### config.mk
export PLATFORM = sky130hd
export DESIGN_NAME = multichip_sync_slave_controller
export DESIGN_NICKNAME = d
export VERILOG_FILES = /design/src/include/sync_ctrl_pkg.sv /design/src/hw/quad_phase_divider.sv /design/src/hw/multichip_sync_slave_controller.sv
export SDC_FILE = /design/constraint.sdc
export NUM_CORES = 1
export LEC_CHECK = 0
export BUFFER_PORTS_ARGS = -buffer_cell sky130_fd_sc_hd__buf_2
export CAP_MARGIN = 20
export CORE_ASPECT_RATIO = 1.2
export CORE_MARGIN = 2
export CORE_UTILIZATION = 35
export CTS_BUF_LIST = sky130_fd_sc_hd__clkbuf_4
export DETAILED_ROUTE_END_ITERATION = 6
export GPL_TIMING_DRIVEN = 0
export PLACE_DENSITY = 0.58
export SLEW_MARGIN = 10
export SYNTH_ARGS = -nofsm -noshare
export SYNTH_HDL_FRONTEND = slang
export SYNTH_SLANG_ARGS = --single-unit
### constraint.sdc
create_clock -name clk -period 5.2 [get_ports clk]
set_input_delay 0.52 -clock clk [delete_from_list [all_inputs] [get_ports clk]]
set_output_delay 0.52 -clock clk [all_outputs]
set_load 0.01 [all_outputs]
### src/include/sync_ctrl_pkg.sv
// package: register map, field positions, codes, timing counts and state types of the sync slave
package sync_ctrl_pkg;

  // ****************************************************************
  // register map
  // ****************************************************************
  localparam logic [6:0] ADDR_OUTPUT_DISABLE  = 7'h01;
  localparam logic [6:0] ADDR_PHASE_STATUS    = 7'h0d;
  localparam logic [6:0] ADDR_SYNC_CONTROL    = 7'h10;
  localparam logic [6:0] ADDR_MANUAL_ROTATE   = 7'h11;
  localparam logic [6:0] ADDR_RX_DELAY_START  = 7'h12;
  localparam logic [6:0] ADDR_SMP_DELAY_START = 7'h13;
  localparam logic [6:0] ADDR_RX_DELAY_FOUND  = 7'h14;
  localparam logic [6:0] ADDR_PEER_DELAY      = 7'h15;
  localparam logic [6:0] ADDR_SEARCH_STATUS   = 7'h16;

  localparam logic [7:0] SLAVE_ENABLE_CODE  = 8'h50;
  localparam logic [7:0] MASTER_ENABLE_CODE = 8'h70;
  localparam logic [7:0] REG_RESET          = 8'h00;
  localparam logic [7:0] DELAY_START_RESET  = 8'h40;

  // ****************************************************************
  // field positions
  // ****************************************************************
  localparam int OUT_DISABLE_BIT = 5;
  localparam int QUAD_FLAG_BIT   = 5;
  localparam int ZERO_FLAG_BIT   = 4;
  localparam int ALIGNED_BIT     = 3;
  localparam int ROTATE_REQ_BIT  = 0;
  localparam int SRCH_LOCK_BIT   = 0;
  localparam int SRCH_FAIL_BIT   = 1;
  localparam int MISALIGN_BIT    = 2;

  // serial frame: read flag, 7 address bits, 8 data bits
  localparam logic [3:0] FRAME_HDR_LAST  = 4'h7;
  localparam logic [3:0] FRAME_DATA_LAST = 4'hf;

  // ****************************************************************
  // timing
  // ****************************************************************
  localparam int CLK_PERIOD_PS    = 8000;
  localparam int ROTATE_SETTLE_NS = 32;
  localparam int TAP_SETTLE_NS    = 40;
  localparam logic [3:0] ROTATE_SETTLE_CYC =
    4'((ROTATE_SETTLE_NS * 1000 + CLK_PERIOD_PS - 1) / CLK_PERIOD_PS);
  localparam logic [3:0] TAP_SETTLE_CYC =
    4'((TAP_SETTLE_NS * 1000 + CLK_PERIOD_PS - 1) / CLK_PERIOD_PS);
  // delay taps per data period of four converter clocks; tap size is a board matter
  localparam logic [7:0] DATA_PERIOD_TAPS = 8'h10;
  localparam logic [7:0] SEARCH_SPAN      = 8'h40;

  // ****************************************************************
  // states
  // ****************************************************************
  typedef enum logic [2:0] {SYNC_IDLE, SYNC_WAIT_REF, SYNC_ROTATE, SYNC_SETTLE, SYNC_ALIGNED}
    sync_state_t;
  typedef enum logic [2:0] {SRCH_SETTLE, SRCH_TEST, SRCH_NEXT, SRCH_LOCKED, SRCH_FAIL}
    search_state_t;

endpackage : sync_ctrl_pkg

### src/hw/quad_phase_divider.sv
// divide-by-4 phase generator with single-step rotation
`timescale 1ns/100ps
`default_nettype none
module quad_phase_divider (
  // clock and reset
  input  wire logic       clk,
  input  wire logic       rst_n,
  // control
  input  wire logic       rotate,
  // phases and current setting
  output logic [3:0]      phases,
  output logic [1:0]      phase_sel
);
  import sync_ctrl_pkg::*;

  typedef struct packed {
    logic [1:0] cnt;
    logic [1:0] sel;
    logic [3:0] ph;
  } div_st_t;

  div_st_t    st;
  div_st_t    next_st;
  logic [1:0] lag;

  always_comb begin
    next_st = st;
    lag     = 2'h0;
    // holding the count for one cycle delays every phase by one converter clock
    if (rotate) begin
      next_st.sel = st.sel + 2'h1;
    end else begin
      next_st.cnt = st.cnt + 2'h1;
    end
    for (int k = 0; k < 4; k++) begin
      // phase k lags phase 0 by k converter clocks
      lag           = next_st.cnt - 2'(k);
      next_st.ph[k] = ~lag[1];
    end
  end

  always_ff @(posedge clk or negedge rst_n) begin
    if (!rst_n) begin
      st <= '0;
    end else begin
      st <= next_st;
    end
  end

  assign phases    = st.ph;
  assign phase_sel = st.sel;
endmodule : quad_phase_divider
`default_nettype wire

### src/hw/multichip_sync_slave_controller.sv
// slave multichip sync controller: serial register port, phase alignment, delay search
`timescale 1ns/100ps
`default_nettype none
module multichip_sync_slave_controller (
  // clock and reset
  input  wire logic       clk,
  input  wire logic       rst_n,
  // serial register port
  input  wire logic       spi_cs_n,
  input  wire logic       spi_sclk,
  input  wire logic       spi_sdi,
  output logic            spi_sdo,
  output logic            spi_sdo_oe,
  // sync reference
  input  wire logic       sync_ref_in,
  output logic            sync_ref_out,
  // data clock
  output logic            source_clock_output,
  // receive delay line
  input  wire logic       delay_edge_valid,
  output logic [7:0]      receive_clock_delay,
  output logic [7:0]      sampling_delay
);
  import sync_ctrl_pkg::*;

  typedef struct packed {
    logic          sclk_q;
    logic          ref_q;
    logic [3:0]    bit_cnt;
    logic [14:0]   in_sh;
    logic [7:0]    out_sh;
    logic          is_read;
    logic [6:0]    addr;
    logic          sdo;
    logic          sdo_oe;
    logic [7:0]    out_disable;
    logic [7:0]    sync_control;
    logic [7:0]    rx_start;
    logic [7:0]    smp_start;
    logic [7:0]    peer_delay;
    sync_state_t   sync_state;
    logic          quad_flag;
    logic          zero_flag;
    logic [3:0]    settle_cnt;
    logic          rotate;
    search_state_t srch_state;
    logic [7:0]    tap;
    logic [7:0]    smp_tap;
    logic [7:0]    mag;
    logic          dir_down;
    logic [3:0]    srch_cnt;
    logic [7:0]    found;
    logic          misaligned;
    logic [1:0]    clk_div;
    logic          src_clk;
    logic          ref_out;
  } ctrl_st_t;

  ctrl_st_t   st;
  ctrl_st_t   next_st;
  logic [3:0] phases;
  logic [1:0] phase_sel;

  quad_phase_divider u_div (
    .clk       (clk),
    .rst_n     (rst_n),
    .rotate    (st.rotate),
    .phases    (phases),
    .phase_sel (phase_sel)
  );

  // ****************************************************************
  // register read decode
  // ****************************************************************
  function automatic logic [7:0] read_reg(input ctrl_st_t s, input logic [6:0] a,
                                          input logic [1:0] sel);
    logic [7:0] v;
    v = 8'h00;
    unique case (a)
      ADDR_OUTPUT_DISABLE:  v = s.out_disable;
      ADDR_PHASE_STATUS: begin
        v[QUAD_FLAG_BIT] = s.quad_flag;
        v[ZERO_FLAG_BIT] = s.zero_flag;
        v[ALIGNED_BIT]   = (s.sync_state == SYNC_ALIGNED);
        v[1:0]           = sel;
      end
      ADDR_SYNC_CONTROL:    v = s.sync_control;
      ADDR_RX_DELAY_START:  v = s.rx_start;
      ADDR_SMP_DELAY_START: v = s.smp_start;
      ADDR_RX_DELAY_FOUND:  v = s.found;
      ADDR_PEER_DELAY:      v = s.peer_delay;
      ADDR_SEARCH_STATUS: begin
        v[SRCH_LOCK_BIT] = (s.srch_state == SRCH_LOCKED);
        v[SRCH_FAIL_BIT] = (s.srch_state == SRCH_FAIL);
        v[MISALIGN_BIT]  = s.misaligned;
      end
      default:              v = 8'h00;
    endcase
    return v;
  endfunction : read_reg

  // ****************************************************************
  // next state
  // ****************************************************************
  logic       sclk_rise;
  logic       sclk_fall;
  logic       wr_stb;
  logic [7:0] wr_data;
  logic       slave_en;
  logic       ref_rise;
  logic       in_window;
  logic [8:0] cand;
  logic [7:0] diff;

  always_comb begin
    next_st   = st;
    sclk_rise = spi_sclk & ~st.sclk_q;
    sclk_fall = ~spi_sclk & st.sclk_q;
    wr_stb    = 1'b0;
    wr_data   = {st.in_sh[6:0], spi_sdi};
    slave_en  = (st.sync_control == SLAVE_ENABLE_CODE);
    ref_rise  = sync_ref_in & ~st.ref_q;
    // reference rose after the 0 degree edge and before the 90 degree edge
    in_window = phases[0] & ~phases[1];
    cand      = 9'h000;
    diff      = 8'h00;
    next_st.sclk_q = spi_sclk;
    next_st.ref_q  = sync_ref_in;
    next_st.rotate = 1'b0;

    // serial frame: bits shift in on sclk rise, read data shifts out on sclk fall
    if (spi_cs_n) begin
      next_st.bit_cnt = 4'h0;
      next_st.sdo_oe  = 1'b0;
    end else if (sclk_rise) begin
      next_st.in_sh   = {st.in_sh[13:0], spi_sdi};
      next_st.bit_cnt = st.bit_cnt + 4'h1;
      if (st.bit_cnt == FRAME_HDR_LAST) begin
        next_st.is_read = st.in_sh[6];
        next_st.addr    = {st.in_sh[5:0], spi_sdi};
        if (st.in_sh[6]) begin
          next_st.out_sh = read_reg(st, {st.in_sh[5:0], spi_sdi}, phase_sel);
        end
      end
      wr_stb = (st.bit_cnt == FRAME_DATA_LAST) & ~st.is_read;
    end else if (sclk_fall && st.is_read && st.bit_cnt > FRAME_HDR_LAST) begin
      next_st.sdo    = st.out_sh[7];
      next_st.sdo_oe = 1'b1;
      next_st.out_sh = {st.out_sh[6:0], 1'b0};
    end

    if (wr_stb) begin
      unique case (st.addr)
        ADDR_OUTPUT_DISABLE:  next_st.out_disable  = wr_data;
        ADDR_SYNC_CONTROL:    next_st.sync_control = wr_data;
        ADDR_MANUAL_ROTATE:   next_st.rotate = wr_data[ROTATE_REQ_BIT] & ~slave_en;
        ADDR_RX_DELAY_START: begin
          next_st.rx_start   = wr_data;
          // a new start value restarts the edge search from it
          next_st.tap        = wr_data;
          next_st.smp_tap    = st.smp_start;
          next_st.mag        = 8'h00;
          next_st.dir_down   = 1'b1;
          next_st.srch_cnt   = 4'h0;
          next_st.srch_state = SRCH_SETTLE;
        end
        ADDR_SMP_DELAY_START: next_st.smp_start  = wr_data;
        ADDR_PEER_DELAY:      next_st.peer_delay = wr_data;
        default: ;
      endcase
    end

    // ****************************************************************
    // phase alignment
    // ****************************************************************
    if (!slave_en) begin
      next_st.sync_state = SYNC_IDLE;
    end else begin
      unique case (st.sync_state)
        SYNC_IDLE:     next_st.sync_state = SYNC_WAIT_REF;
        SYNC_WAIT_REF, SYNC_ALIGNED: begin
          if (ref_rise) begin
            next_st.quad_flag  = ~phases[1];
            next_st.zero_flag  = ~phases[0];
            next_st.sync_state = in_window ? SYNC_ALIGNED : SYNC_ROTATE;
          end
        end
        SYNC_ROTATE: begin
          next_st.rotate     = 1'b1;
          next_st.settle_cnt = ROTATE_SETTLE_CYC;
          next_st.sync_state = SYNC_SETTLE;
        end
        SYNC_SETTLE: begin
          // let the new phase run before judging the next reference edge
          next_st.settle_cnt = st.settle_cnt - 4'h1;
          if (st.settle_cnt == 4'h1) begin
            next_st.sync_state = SYNC_WAIT_REF;
          end
        end
      endcase
    end

    // ****************************************************************
    // receive delay search: start, +1, -1, +2, -2 ... until an edge is seen or the step reaches SEARCH_SPAN
    // ****************************************************************
    unique case (st.srch_state)
      SRCH_SETTLE: begin
        next_st.srch_cnt = st.srch_cnt + 4'h1;
        if (st.srch_cnt == TAP_SETTLE_CYC - 4'h1) begin
          next_st.srch_state = SRCH_TEST;
        end
      end
      SRCH_TEST: begin
        if (delay_edge_valid) begin
          next_st.found      = st.tap;
          next_st.srch_state = SRCH_LOCKED;
        end else begin
          next_st.srch_state = SRCH_NEXT;
        end
      end
      SRCH_NEXT: begin
        next_st.dir_down = ~st.dir_down;
        if (st.dir_down) begin
          next_st.mag = st.mag + 8'h01;
          cand = {1'b0, st.rx_start} + {1'b0, st.mag} + 9'h001;
        end else begin
          cand = {1'b0, st.rx_start} - {1'b0, st.mag};
        end
        next_st.srch_cnt = 4'h0;
        if (st.mag >= SEARCH_SPAN) begin
          next_st.srch_state = SRCH_FAIL;
        end else if (!cand[8]) begin
          next_st.tap        = cand[7:0];
          next_st.smp_tap    = st.smp_start + cand[7:0] - st.rx_start;
          next_st.srch_state = SRCH_SETTLE;
        end
      end
      SRCH_LOCKED, SRCH_FAIL: ;
    endcase

    diff = (st.found > st.peer_delay) ? st.found - st.peer_delay : st.peer_delay - st.found;
    next_st.misaligned = (st.srch_state == SRCH_LOCKED) && (diff > DATA_PERIOD_TAPS);

    // ****************************************************************
    // outputs
    // ****************************************************************
    next_st.clk_div = st.clk_div + 2'h1;
    next_st.src_clk = st.clk_div[1] & ~st.out_disable[OUT_DISABLE_BIT];
    next_st.ref_out = phases[0] & ~st.out_disable[OUT_DISABLE_BIT];
  end

  always_ff @(posedge clk or negedge rst_n) begin
    if (!rst_n) begin
      st              <= '0;
      st.sync_state   <= SYNC_IDLE;
      st.srch_state   <= SRCH_SETTLE;
      st.dir_down     <= 1'b1;
      st.out_disable  <= REG_RESET;
      st.sync_control <= REG_RESET;
      st.rx_start     <= DELAY_START_RESET;
      st.smp_start    <= DELAY_START_RESET;
      st.tap          <= DELAY_START_RESET;
      st.smp_tap      <= DELAY_START_RESET;
    end else begin
      st <= next_st;
    end
  end

  assign spi_sdo             = st.sdo;
  assign spi_sdo_oe          = st.sdo_oe;
  assign sync_ref_out        = st.ref_out;
  assign source_clock_output = st.src_clk;
  assign receive_clock_delay = st.tap;
  assign sampling_delay      = st.smp_tap;
endmodule : multichip_sync_slave_controller
`default_nettype wire

Yosys cells after proc, flatten, opt, wreduce, memory -nomap -nowiden
Cells that the tools add are included.
W data, S select, Z words.
Cells by class
  bitwise operators: 21
  eq/ne operators: 32
  reductions and logical operators: 30
  multiplexer cells: 39
  order comparisons: 4
  $add $sub $neg: 15
Operator list (number)
  $eq A7 B5 Y1 const B: 11
  $mux W8: 5
  $mux W19: 2
  $mux W33: 1
  $mux W16: 2
  $mux W32: 1
  $mux W25: 1
  $reduce_and A2 Y1: 12
  $sub A8 B8 Y8: 3
  $pmux W3 S7: 1
  $mux W9: 2
  $pmux W2 S8: 1
  $pmux W4 S2: 2
  $mux W3: 5
  $eq A7 B1 Y1 const B: 2
  $not A1 Y1: 13
  $eq A3 B2 Y1 const B: 4
  $pmux W2 S6: 1
  $pmux W3 S4: 1
  $reduce_bool A2 Y1: 6
  $add A8 B8 Y9: 1
  $add A9 B1 Y9 const B: 1
  $mux W1: 9
  $pmux W3 S3: 1
  other kinds (32): 53
Storage, ports and cells
  output and inout bits: 20
  register bits after elaboration: 140
  input port bits: 7
  word-level logic and storage cells: 174

Longest topological paths before layout
Gate-level depths: netlist (run 1).
  word-level depth: 9
  gate-level depth with buffers: 18
  mapped depth without buffers: 18

Hierarchy
From an unflattened synthesis (run 1), not the netlist that was laid out.
Second synthesis, totals
  cell total of the unflattened synthesis: 814
  area total of the unflattened synthesis: 8041.5 µm²
Modules (own cells, without submodules)
  multichip_sync_slave_controller: instances 1, sequential area each 3159.3 µm², area an instance 7738.7 µm², cells each 791
  quad_phase_divider: instances 1, sequential area each 175.2 µm², area an instance 302.8 µm², cells each 23

Least setup slack after synthesis (run 1)
Ideal clock, no wire load.
  path type: register -> register
  start point: register st[18] in the netlist's numbering
  end point: register st (netlist bit sampling_delay[7])
  stages on the path, launching flop included: 19
  setup time: 0.125 ns
  buffers on the path: 0
  setup slack: 1.616 ns
  clock period less this slack: 3.584 ns
  arrival: 3.459 ns
  required time: 5.075 ns
  cell sequence: dfrtp_1 inv_1 ha_1 inv_1 fa_1 a21oi_1 nor2_1 o21ai_0 o31ai_1 xnor2_1 fa_1 ha_1 o21a_1 o31a_1 nor2_1 o21bai_1 a21oi_1 xnor3_1 mux2_2
RTL lines
  start: declaration: RTL line multichip_sync_slave_controller.sv:59  | ctrl_st_t st;
  start signal: assignment: RTL line multichip_sync_slave_controller.sv:265  | st <= next_st;

==> results of run 1 <==
layer usage:
layer / vias to the layer above / global-route usage, % / share of wire [%]
met4: 0 / 4.652 / 1.5
met3: 19 / 2.744 / 3.1
met2: 115 / 30.01 / 50
met5: - / 0 / 0
li1: 2909 / - / -
met1: 2975 / 23.72 / 46
cells in the mapped netlist (all sizes together) (10+ instances only):
cell type / count / share of area (%)
xor2: 13 / 1.4
fa: 11 / 2.8
a222oi: 10 / 1.3
buf: 24 / 2.1
nand2: 90 / 4.3
clkbuf: 27 / 1.3
nand2b: 11 / 0.87
mux2: 48 / 6.8
mux2i: 25 / 3.2
o21ai: 64 / 4.1
xnor2: 16 / 1.8
ha: 45 / 7.1
nor3: 11 / 0.76
nand3: 16 / 1.0
nor2b: 10 / 0.79
nor2: 52 / 2.5
a21oi: 30 / 1.9
a22oi: 12 / 1.1
inv: 60 / 2.9
dfrtp: 127 / 40
where the power goes:
| part | switching (mW) | internal, mW | total [mW] |
|---|---|---|---|
| clock network | 0.417 | 0.474 | 0.891 |
| logic | 0.159 | 0.0598 | 0.219 |
| registers | 0.0239 | 1.05 | 1.08 |
state kept, by name, indices dropped and copies added (netlist names):
signal               flops
st                     106
u_div.phases             2
spi_sdo                  1
sync_ref_out             1
u_div.st                 2
source_clock_output      1
spi_sdo_oe               1
u_div.phase_sel          2
receive_clock_delay      8
sampling_delay           8
kinds of logic after synthesis:
family	Yosys count	share of synthesized area (%)
and+or+nand+nor	233	14.25
AOI/OAI and AO/OA	174	14.10
DFF	132	41.94
buffers and inverters	111	6.263
muxes	73	10.02
adders and majority gates	56	9.925
xor gates and xnor gates	30	3.504
critical path: cells and delay by family (launching register included):
kind	cells	cell delay (ns)
multiplexers	1	0.26
AO/OA/AOI/OAI	7	0.96
buffers and inverters	2	0.18
adder cells (fa/ha/maj)	4	1.41
flip-flops	1	0.48
XOR/XNOR	2	0.51
AND/OR/NAND/NOR	2	0.22
worst paths after layout:
check,endpoint,slack [ns],depth (start not counted)
min,st[132],0.09,1
max in group asynchronous,sampling_delay[6],3.96,3
min reg2reg,st[2],0.44,1
max,sampling_delay[7],1.08,18
min in group asynchronous,st[111],0.41,2
max reg2reg,sampling_delay[7],1.08,18
repair_timing:
item	CTS	global route
hold endpoints to repair	47	0
hold buffers	1	0
setup buffers	0	0
through the flow:
step           setup slack [ns]  power (mW)  cell area, µm²  instances  util, %
6_report                  1.077       2.185            8773       1148    39.35
5_1_grt                  0.6648       2.265            8773       1148    39.35
4_1_cts                   1.042       2.203            8771       1147    39.34
3_5_place_dp              1.097       1.314            8399       1114    37.67
3_3_place_gp              1.059       1.312            8366       1113    37.52
2_1_floorplan             1.616       1.204            7891        809        -
layout make-up:
type,count,area [µm²]
fillers,2226,13520
clock inverters,15,234.0
diodes,1,2.502
multi-input cells,566,4088
inverters,60,225.2
clock buffers,17,127.6
repair buffers,27,168.9
flip-flops and latches,132,3309
well taps,279,349.1
plain buffers,51,269.0
==> results.md, run 1 <==
* Result of the run: finished clean
* Boundary pin count at 27
* Detail-routed via count per cell at roughly 5.2
* Asr flop ratio synth at 100.0%
* Placement row count at 60
* RePlAce Congestion at 0.8666
* Port Buf Inserts at 25
* Arrival time at the worst endpoint at 4.59 ns
* Fraction of final layout cells with drive strength greater than 1 at 16.01%
* Clock Path Buffers at 2
* Final Slew Violations at 0
* Final routed wirelength across all metal layers at 20,020 µm
* Global-route wire length before repair at 33,050 µm
* Max Freq at 242.6 MHz
* Top flip-flop cell by instance count after synthesis: dfrtp_1
* Startpoint class of the critical path: register
* Ratio of final minimum period to clock period at about four fifths
* Remaining routing DRC violations at 0
* Unique cell type count in the Yosys netlist at 70
* Worst-Skew Late Latency at 0.57 ns
* Max FO, Critical Path at 3
* Inserted Clock Buffers at 17
* CTS tree: built
* Total die area at 0.02377 mm²
* Number of antenna-violating nets in the routed design at 0
* Required time of the critical path at 5.66 ns
* Flops & latches, synth at 132
* Total negative slack at 0 ns
* Count of final hold-check violations at 0
* Worst max-slew margin expressed relative to the limit at 43.69%
* Area added between synthesis and finish at 11.18%
* Kind of path behind the tightest hold check: input port to register
* Worst hold slack at around 0.085 ns
* GRT Total Usage at roughly 18%
* Cell at the root of the clock tree: clkbuf_4
* Clock period minus worst slack at 4.123 ns
* Total setup violations reported at the end of the flow at 0
* Critical Path End Type: register
* Slew at the pin closest to its max-slew limit at 0.8446 ns
* Clock-pin slew of the registers on the worst-case setup and hold paths at around 0.13 ns
* Seq/Total Area, Yosys at around two fifths
* CTS sink count at 132
* Cell area after synthesis at 0.007891 mm²
* Vias in the first global route at ~6,000
* Number of enable-type register cells in the synthesized netlist at 0
* Ordered list of cells on the worst path: inv_1, ha_1, inv_1, fa_1, a21oi_1, nor2_1, o21ai_0, o31ai_1, xnor2_1, fa_1, ha_1, o21a_1, o31a_1, nor2_1, o21bai_1, a21oi_1, xnor3_1, mux2_2
* Initial core utilization at 35.39%
* Most common cell after layout, fill and taps aside: dfrtp_1
* Chip width at 141.1 µm
* Most frequent cells in the layout: dfrtp_1, nand2_1, o21ai_0
* Iteration-0 DRC Markers at 553
* Maximum number of pins on one net before global-route repair at 86
* Detail Placement HPWL at 14,640 µm
* Biggest cell delay along the critical path at 0.49 ns
* Origin of the worst setup path: st[71]
* Die height at 168.5 µm
* Static leakage at 4.175 nW
* Power per Cell Area at 249.0 mW/mm²
* Critical-path top delay cell: fa_1
* NumNets Final at 918
* Core Region at 0.02230 mm²
* Count of H-tree levels built during CTS at 4
* Synth Area per Inst at 9.754 µm²
* Antenna violations before repair at 1
* Gate count after technology mapping at 809
* Min-delay src: sync_ref_in
* Number of max-capacitance violations reported at 0
* Number of cells upsized or downsized after cts at 0
* Kind of critical path: register to register
* Via Count at ~6,000
* Startpoint of the worst-slack reg-to-reg timing path: st[71]
* Warnings from Yosys at 0
* Net Count, Synth at 872
* Worst-case vdd ir drop at 0.1454 mV
* Setup repair after global routing missed its margin: no
* Detailed Routing Iterations Pass 1 at 7
* Worst-case clock skew at around 0.024 ns
* Mean routed wirelength per cell at 17.44 µm
* Grt ovf at 0
Power figures use the tool's default switching activity.
==> inputs of run 2 (changes only) <==
Settings changed: ABC_AREA set to 1, PLACE_DENSITY 0.58 to 0.6.
Clock period 5.2 ns to 3.7 ns, I/O delays scaled along.
==> results.md, run 2 <==
* Global-route wire length before repair at 35,420 µm (was 33,050 µm)
* Worst setup slack after layout at 0.1974 ns (was 1.077 ns)
* Vias in the first global route at 6,946 (was 6,009)
* Via Count at 7,047 (was 6,018)
* Register with the most flip-flops: st (unchanged)
* Boundary pin count at 27 (unchanged)
* Worst-Skew Late Latency at 0.57 ns (about the same)
* Count of H-tree levels built during CTS at 4 (unchanged)
* Synth Area per Inst at 7.766 µm² (was 9.754 µm²)
* Required time of the critical path at 4.20 ns (was 5.66 ns)
* Reg2reg end: sampling_delay[7] (unchanged)
* Worst hold slack at 0.04627 ns (was 0.08535 ns)
* Clock-pin slew of the registers on the worst-case setup and hold paths at 0.11 ns (was 0.13 ns)
* Critical path capture point: sampling_delay[7] (unchanged)
* Clock period minus worst slack at 3.503 ns (was 4.123 ns)
* RePlAce Congestion at 0.8718 (was 0.8666)
* Placement row count at 61 (was 60)
* Clock Path Buffers at 2 (unchanged)
* Final Slew Violations at 0 (unchanged)
* Top flip-flop cell by instance count after synthesis: dfrtp_1 (unchanged)
* Cell at the root of the clock tree: clkbuf_4 (unchanged)
* Origin of the worst setup path: st[18] (was st[71])
* Number of antenna-violating nets in the routed design at 0 (unchanged)
* Startpoint of the worst-slack reg-to-reg timing path: st[18] (was st[71])
* Gate count after technology mapping at 1,060 (was 809)
* R2r setup slk at 0.20 ns (was 1.08 ns)
* Detail-routed via count per cell at 4.884 (was 5.242)
* Final routed wirelength across all metal layers at 21,480 µm (was 20,020 µm)
* Most frequent cells in the layout: nand2_1, inv_1, dfrtp_1 (was dfrtp_1, nand2_1, o21ai_0)
* Core Region at 0.02313 mm² (was 0.02230 mm²)
* Worst-case clock skew at 0.02728 ns (was 0.02391 ns)
* Kind of critical path: register to register (unchanged)
* Pre-CTS setup slack at -0.005874 ns (was 1.097 ns)
* Number of enable-type register cells in the synthesized netlist at 0 (unchanged)
* Area added between synthesis and finish at 11.72% (was 11.18%)
* Die height at 172.0 µm (was 168.5 µm)
* Max FO, Critical Path at 5 (was 3)
* Arrival time at the worst endpoint at 4.01 ns (was 4.59 ns)
* Slew at the pin closest to its max-slew limit at 0.5625 ns (was 0.8446 ns)
* CTS sink count at 132 (unchanged)
* Worst-case vdd ir drop at 0.2150 mV (was 0.1454 mV)
* NumNets Final at 1,178 (was 918)
* Worst max-slew margin expressed relative to the limit at 62.50% (was 43.69%)
* Unique cell type count in the Yosys netlist at 51 (was 70)
* Result of the run: finished clean (unchanged)
* Post-synthesis cell type with the largest combined area: dfrtp_1 (unchanged)
* Cell area after synthesis at 0.008232 mm² (was 0.007891 mm²)
* Fraction of final layout cells with drive strength greater than 1 at 12.69% (was 16.01%)
* Startpoint class of the critical path: register (unchanged)
* Warnings from Yosys at 0 (unchanged)
* Maximum number of pins on one net before global-route repair at 78 (was 86)
* Most common cell after layout, fill and taps aside: nand2_1 (was dfrtp_1)
* Ratio of final minimum period to clock period at 94.67% (was 79.28%)
* Synth area leaders: dfrtp_1, nand2_1, inv_1 (was dfrtp_1, ha_1, mux2_2)
* CTS tree: built (unchanged)
* Detail Placement HPWL at 16,330 µm (was 14,640 µm)
* Kind of path behind the tightest hold check: input port to register (unchanged)
* Seq/Total Area, Yosys at 40.20% (was 41.94%)
* Asr flop ratio synth at 100.0% (unchanged)
* Fraction of synthesized cell area taken by the top area cell type at 38.61% (was 40.27%)
* Logic depth of the worst register-to-register path at 23 (was 18)
* Grt ovf at 0 (unchanged)
* Critical Path End Type: register (unchanged)
* Final std cell area, no fill at 0.009196 mm² (was 0.008773 mm²)
* Total setup violations reported at the end of the flow at 0 (unchanged)
* Mean routed wirelength per cell at 14.88 µm (was 17.44 µm)
* Antenna violations before repair at 1 (unchanged)
* Iteration-0 DRC Markers at 540 (was 553)
* GRT Total Usage at 18.56% (was 17.72%)
* Area of placed instances at 0.008790 mm² (was 0.008399 mm²)
* Total die area at 0.02477 mm² (was 0.02377 mm²)
* Detailed Routing Iterations Pass 1 at 5 (was 7)
* Cell with the most instances after synthesis: nand2_1 (was dfrtp_1)
* Count of final hold-check violations at 0 (unchanged)
* Max Freq at 285.5 MHz (was 242.6 MHz)
* Remaining routing DRC violations at 0 (unchanged)
* Initial core utilization at 35.59% (was 35.39%)
* Net Count, Synth at 1,123 (was 872)
* Number of flip-flops under the largest register name at 106 (unchanged)
* Number of max-capacitance violations reported at 0 (unchanged)
* Flops & latches, synth at 132 (unchanged)
* Port Buf Inserts at 26 (was 25)
* Static leakage at 4.569 nW (was 4.175 nW)
* Chip width at 144.0 µm (was 141.1 µm)
* Power per Cell Area at 290.2 mW/mm² (was 249.0 mW/mm²)
* Inserted Clock Buffers at 17 (unchanged)
* Synth top cells by count: nand2_1, inv_1, dfrtp_1, o21ai_0, nor2_1 (was dfrtp_1, nand2_1, o21ai_0, inv_1, nor2_1)
run 2: cell types whose count changed after synthesis, moves of 11 or more:
cell / delta
a21oi_1: +11
inv_1: +94
o21ai_1: +13
o21ai_0: +33
clkbuf_1: -21
nand2b_1: -11
mux2_2: -46
nand3_1: +24
mux2i_1: -25
nand2_1: +182
nor2_1: +20
o22ai_1: +12
a22oi_1: -11
run 2: report_power, final:
part / switching (mW) / internal, mW / total (mW)
Sequential: 0.0244 / 1.46 / 1.48
Combinational: 0.114 / 0.0264 / 0.140
Clock: 0.565 / 0.481 / 1.05
Total: 0.703 / 1.97 / 2.67
run 2: worst min-delay path by stage:
stage	from	to	slack [ns]	depth (start not counted)
after CTS	spi_cs_n	st[128]	0.007	2
after global placement	st[2]	st[2]	0.43	1
after detailed placement	rst_n	spi_sdo	0.37	1
after global routing	spi_cs_n	st[128]	0.02	2
after floorplan	rst_n	receive_clock_delay[0]	0.07	0
final	spi_cs_n	st[128]	0.05	2
run 2: worst max-delay path, cell delays in order (launching register included):
cell      delay [ns]
dfrtp_2         0.46
inv_1           0.07
ha_1            0.16
inv_1           0.06
fa_2            0.34
nand3_1         0.09
nand2_1         0.09
a21oi_2         0.16
nand2_1         0.06
nand2_1         0.08
xor2_1          0.17
inv_1           0.09
fa_1            0.48
inv_1           0.07
ha_4            0.26
nand2_1         0.06
inv_1           0.06
a221oi_2        0.25
nand2_1         0.13
inv_1           0.07
nand3_1         0.07
nand2_1         0.07
nand2_1         0.04
nand2_1         0.05
run 2: layout make-up:
class,instances,area (µm²)
flip-flops and latches,132,3314
plain buffers,33,206.4
fillers,2420,13930
inverters,165,621.8
multi-input cells,730,4118
repair buffers,36,239.0
clock buffers,19,142.6
diodes,1,2.502
well taps,315,394.1
clock inverters,12,157.7
run 2: metrics by stage:
step | TNS, ns | utilization, % | instances | total power, mW
after floorplan | 0 | - | 1060 | 1.564
after CTS | 0 | 39.44 | 1436 | 2.707
after global routing | -0.06392 | 39.77 | 1443 | 2.792
after detailed placement | -0.005874 | 38.01 | 1402 | 1.649
after global placement | -0.01646 | 37.86 | 1401 | 1.645
final | 0 | 39.77 | 1443 | 2.669
run 2: cells by family after synthesis:
group                    after synthesis  share of synthesized area, %
AO/OA/AOI/OAI                        204                         13.88
XOR/XNOR                              27                         2.873
adder cells (fa/ha/maj)               56                         9.515
buffers and inverters                198                         10.06
flip-flops                           132                         40.20
multiplexers                           2                        0.2736
AND/OR/NAND/NOR                      441                         23.20
run 2: routing by layer:
metal | up-vias | track usage, % | routed length [µm]
li1 | 3523 | - | -
met1 | 3324 | 23.61 | 9443
met2 | 159 | 31.45 | 10600
met3 | 41 | 3.185 | 925
met4 | 0 | 7.204 | 505
met5 | - | 0 | 0
run 2: what timing repair did:
action                                  4_1_cts  5_1_grt
hold endpoints to repair                     53        0
pin swaps                                     0        3
endpoints found under the setup margin        2        2
resized for setup                             2       10
hold buffers                                  3        0
cloned                                        0        0
setup buffers                                 0        6
==> inputs of run 3 (changes only) <==
Settings changed: BUFFER_PORTS_ARGS -buffer_cell sky130_fd_sc_hd__buf_2 to unset, DONT_BUFFER_PORTS set to 1, PLACE_DENSITY 0.6 to 0.59.
==> results.md, run 3 (synthesized netlist as in run 2, its figures left out) <==
* Max Freq at 286.0 MHz (was 285.5 MHz)
* Number of antenna-violating nets in the routed design at 0 (unchanged)
* Slew at the pin closest to its max-slew limit at 0.7122 ns (was 0.5625 ns)
* Biggest cell delay along the critical path at 0.50 ns (was 0.48 ns)
* Critical-path top delay cell: fa_1 (unchanged)
* GRT Total Usage at 18.50% (was 18.56%)
* Reg2reg end: sampling_delay[7] (unchanged)
* Critical Path End Type: register (unchanged)
* Sequential share of power at 53.8% (was 55.6%)
* Mean routed wirelength per cell at 15.40 µm (was 14.88 µm)
* NumNets Final at 1,152 (was 1,178)
* Arrival time at the worst endpoint at 4.00 ns (was 4.01 ns)
* Maximum number of pins on one net before global-route repair at 133 (was 78)
* Net switching share of the total power at 26.30% (was 26.34%)
* Number of flip-flops under the largest register name at 106 (unchanged)
* Clock-pin slew of the registers on the worst-case setup and hold paths at 0.12 ns (was 0.11 ns)
* Portion of total power attributed to the clock network at 41.3% (was 39.2%)
* Ratio of final minimum period to clock period at 94.49% (was 94.67%)
* Final routed wirelength across all metal layers at 21,830 µm (was 21,480 µm)
* Dominant cell type by count on the critical path: nand2_1 (unchanged)
* Clock Path Buffers at 2 (unchanged)
* Final Slew Violations at 0 (unchanged)
* Clock period minus worst slack at 3.496 ns (was 3.503 ns)
* Fraction of final layout cells with drive strength greater than 1 at 10.45% (was 12.69%)
* Area added between synthesis and finish at 10.35% (was 11.72%)
* Startpoint class of the critical path: register (unchanged)
* Grt ovf at 0 (unchanged)
* Worst-Skew Late Latency at 0.57 ns (about the same)
* Kind of critical path: register to register (unchanged)
* Port Buf Inserts at 0 (was 26)
* Detail Placement HPWL at 16,290 µm (was 16,330 µm)
* Ordered list of cells on the worst path: inv_1, ha_1, inv_1, fa_2, nand3_1, nand2_1, a21oi_2, nand2_1, nand2_1, xor2_1, inv_1, fa_1, inv_1, ha_4, nand2_1, inv_1, a221oi_1, nand2_1, inv_1, nand3_1, nand2_1, nand2_1, nand2_1 (was inv_1, ha_1, inv_1, fa_2, nand3_1, nand2_1, a21oi_2, nand2_1, nand2_1, xor2_1, inv_1, fa_1, inv_1, ha_4, nand2_1, inv_1, a221oi_2, nand2_1, inv_1, nand3_1, nand2_1, nand2_1, nand2_1)
* Min-Delay Endpoint: spi_sdo_oe (was st[128])
* Startpoint of the worst-slack reg-to-reg timing path: st[18] (unchanged)
* Kind of path behind the tightest hold check: input port to register (unchanged)
* Total setup violations reported at the end of the flow at 0 (unchanged)
* Internal at 2.033 mW (was 1.966 mW)
* Result of the run: finished clean (unchanged)
* Power per Cell Area at 303.7 mW/mm² (was 290.2 mW/mm²)
* Remaining routing DRC violations at 0 (unchanged)
* Count of final hold-check violations at 0 (unchanged)
* Required time of the critical path at 4.20 ns (about the same)
* Logic depth of the worst register-to-register path at 23 (unchanged)
* Detailed Routing Iterations Pass 1 at 6 (was 5)
* Detail-routed via count per cell at 4.953 (was 4.884)
* Initial core utilization at 35.59% (unchanged)
* Worst-case clock skew at 0.02265 ns (was 0.02728 ns)
* Number of max-capacitance violations reported at 0 (unchanged)
* Count of H-tree levels built during CTS at 4 (unchanged)
* Cell at the root of the clock tree: clkbuf_4 (unchanged)
* Most frequent cells in the layout: nand2_1, inv_1, dfrtp_1 (unchanged)
* Die height at 172.0 µm (unchanged)
* R2r setup slk at 0.20 ns (about the same)
* Worst-case vdd ir drop at 0.1920 mV (was 0.2150 mV)
* Inserted Clock Buffers at 17 (unchanged)
* Min-delay src: spi_sclk (was spi_cs_n)
* CTS sink count at 132 (unchanged)
* Net load switching power at 0.7255 mW (was 0.7031 mW)
* Via Count at 7,018 (was 7,047)
* CTS tree: built (unchanged)
* Iteration-0 DRC Markers at 451 (was 540)
* Hold Path Depth at 3 (was 2)
* RePlAce Congestion at 0.9000 (was 0.8718)
* Origin of the worst setup path: st[18] (unchanged)
* Global-route wire length before repair at 35,130 µm (was 35,420 µm)
* Vias in the first global route at 6,943 (was 6,946)
* Power share of the combinational group at 4.9% (was 5.3%)
* Most common cell after layout, fill and taps aside: nand2_1 (unchanged)
* Total die area at 0.02477 mm² (unchanged)
* Worst setup slack after layout at 0.2041 ns (was 0.1974 ns)
* Pre-CTS setup slack at -0.1118 ns (was -0.005874 ns)
* Core Region at 0.02313 mm² (unchanged)
* Boundary pin count at 27 (unchanged)
* Register with the most flip-flops: st (unchanged)
* Antenna violations before repair at 1 (unchanged)
* Worst max-slew margin expressed relative to the limit at 52.52% (was 62.50%)
* Static leakage at 4.475 nW (was 4.569 nW)
* Max FO, Critical Path at 5 (unchanged)
* Placement row count at 61 (unchanged)
* Chip width at 144.0 µm (unchanged)
* Total negative slack at 0 ns (unchanged)
[run 3: cell count changes in the layout (fill, tap and decap cells not counted), moves of 2 or more]
cell / before / now
inv_6: 0 / 3
buf_2: 33 / 8
dlygate4sd3_1: 3 / 5
clkinv_4: 3 / 1
buf_4: 23 / 21
[run 3: area by class of cell]
type / instances / area, µm²
clock buffers: 19 / 142.6
multi-input cells: 730 / 4118
inverters: 165 / 621.8
well taps: 315 / 394.1
fillers: 2431 / 14040
flip-flops and latches: 132 / 3313
clock inverters: 12 / 177.7
diodes: 1 / 2.502
plain buffers: 33 / 206.4
repair buffers: 10 / 107.6
[run 3: power groups by stage]
stage                     Combinational (mW)  Clock (mW)  Sequential (mW)
after detailed placement              0.0979           0             1.51
after global placement                0.0972           0             1.51
after CTS                              0.139        1.17             1.48
after floorplan                       0.0626           0             1.50
after global routing                   0.152        1.22             1.49
final                                  0.136        1.14             1.48
[run 3: worst max path at each step]
| stage | end | slack [ns] | cells past startpoint |
|---|---|---|---|
| detailed placement | sampling_delay[6] | -0.11 | 14 |
| global placement | sampling_delay[6] | -0.08 | 14 |
| floorplan | sampling_delay[7] | 0.47 | 23 |
| global route | sampling_delay[6] | -0.03 | 18 |
| CTS | sampling_delay[7] | 0.01 | 23 |
| finish | sampling_delay[7] | 0.20 | 23 |
[run 3: repair_timing]
item | CTS | global route
pin swaps | 0 | 3
endpoints found under the setup margin | 2 | 2
resized for setup | 2 | 9
buffers inserted | 0 | 4
hold buffers | 6 | 0
hold endpoints to repair | 144 | 0
[run 3: worst max-delay path: cells and delay by family (launching register included)]
kind | cells | cell delay (ns)
fa+ha+maj | 4 | 1.25
simple gates | 10 | 0.77
flops | 1 | 0.46
compound gates | 2 | 0.44
buf+inv | 6 | 0.38
xor+xnor | 1 | 0.15
[run 3: stage by stage]
| stage | total power, mW | util (%) | std cells | cell area [µm²] | hold WS [ns] |
|---|---|---|---|---|---|
| after floorplan | 1.564 | - | 1060 | 8232 | 0.07441 |
| after global placement | 1.607 | 37.30 | 1375 | 8626 | 0.07752 |
| after detailed placement | 1.608 | 37.30 | 1375 | 8626 | 0.07792 |
| after CTS | 2.790 | 39.02 | 1412 | 9024 | 0.01258 |
| after global routing | 2.858 | 39.28 | 1417 | 9084 | 0.005351 |
| final | 2.759 | 39.28 | 1417 | 9084 | 0.04231 |
[run 3: metal layers]
metal | track usage [%] | share of wire, % | vias up
met2 | 30.72 | 48 | 176
li1 | - | - | 3469
met4 | 8.312 | 3.9 | 0
met1 | 23.18 | 43 | 3326
met3 | 3.822 | 4.7 | 47
met5 | 0 | 0 | -
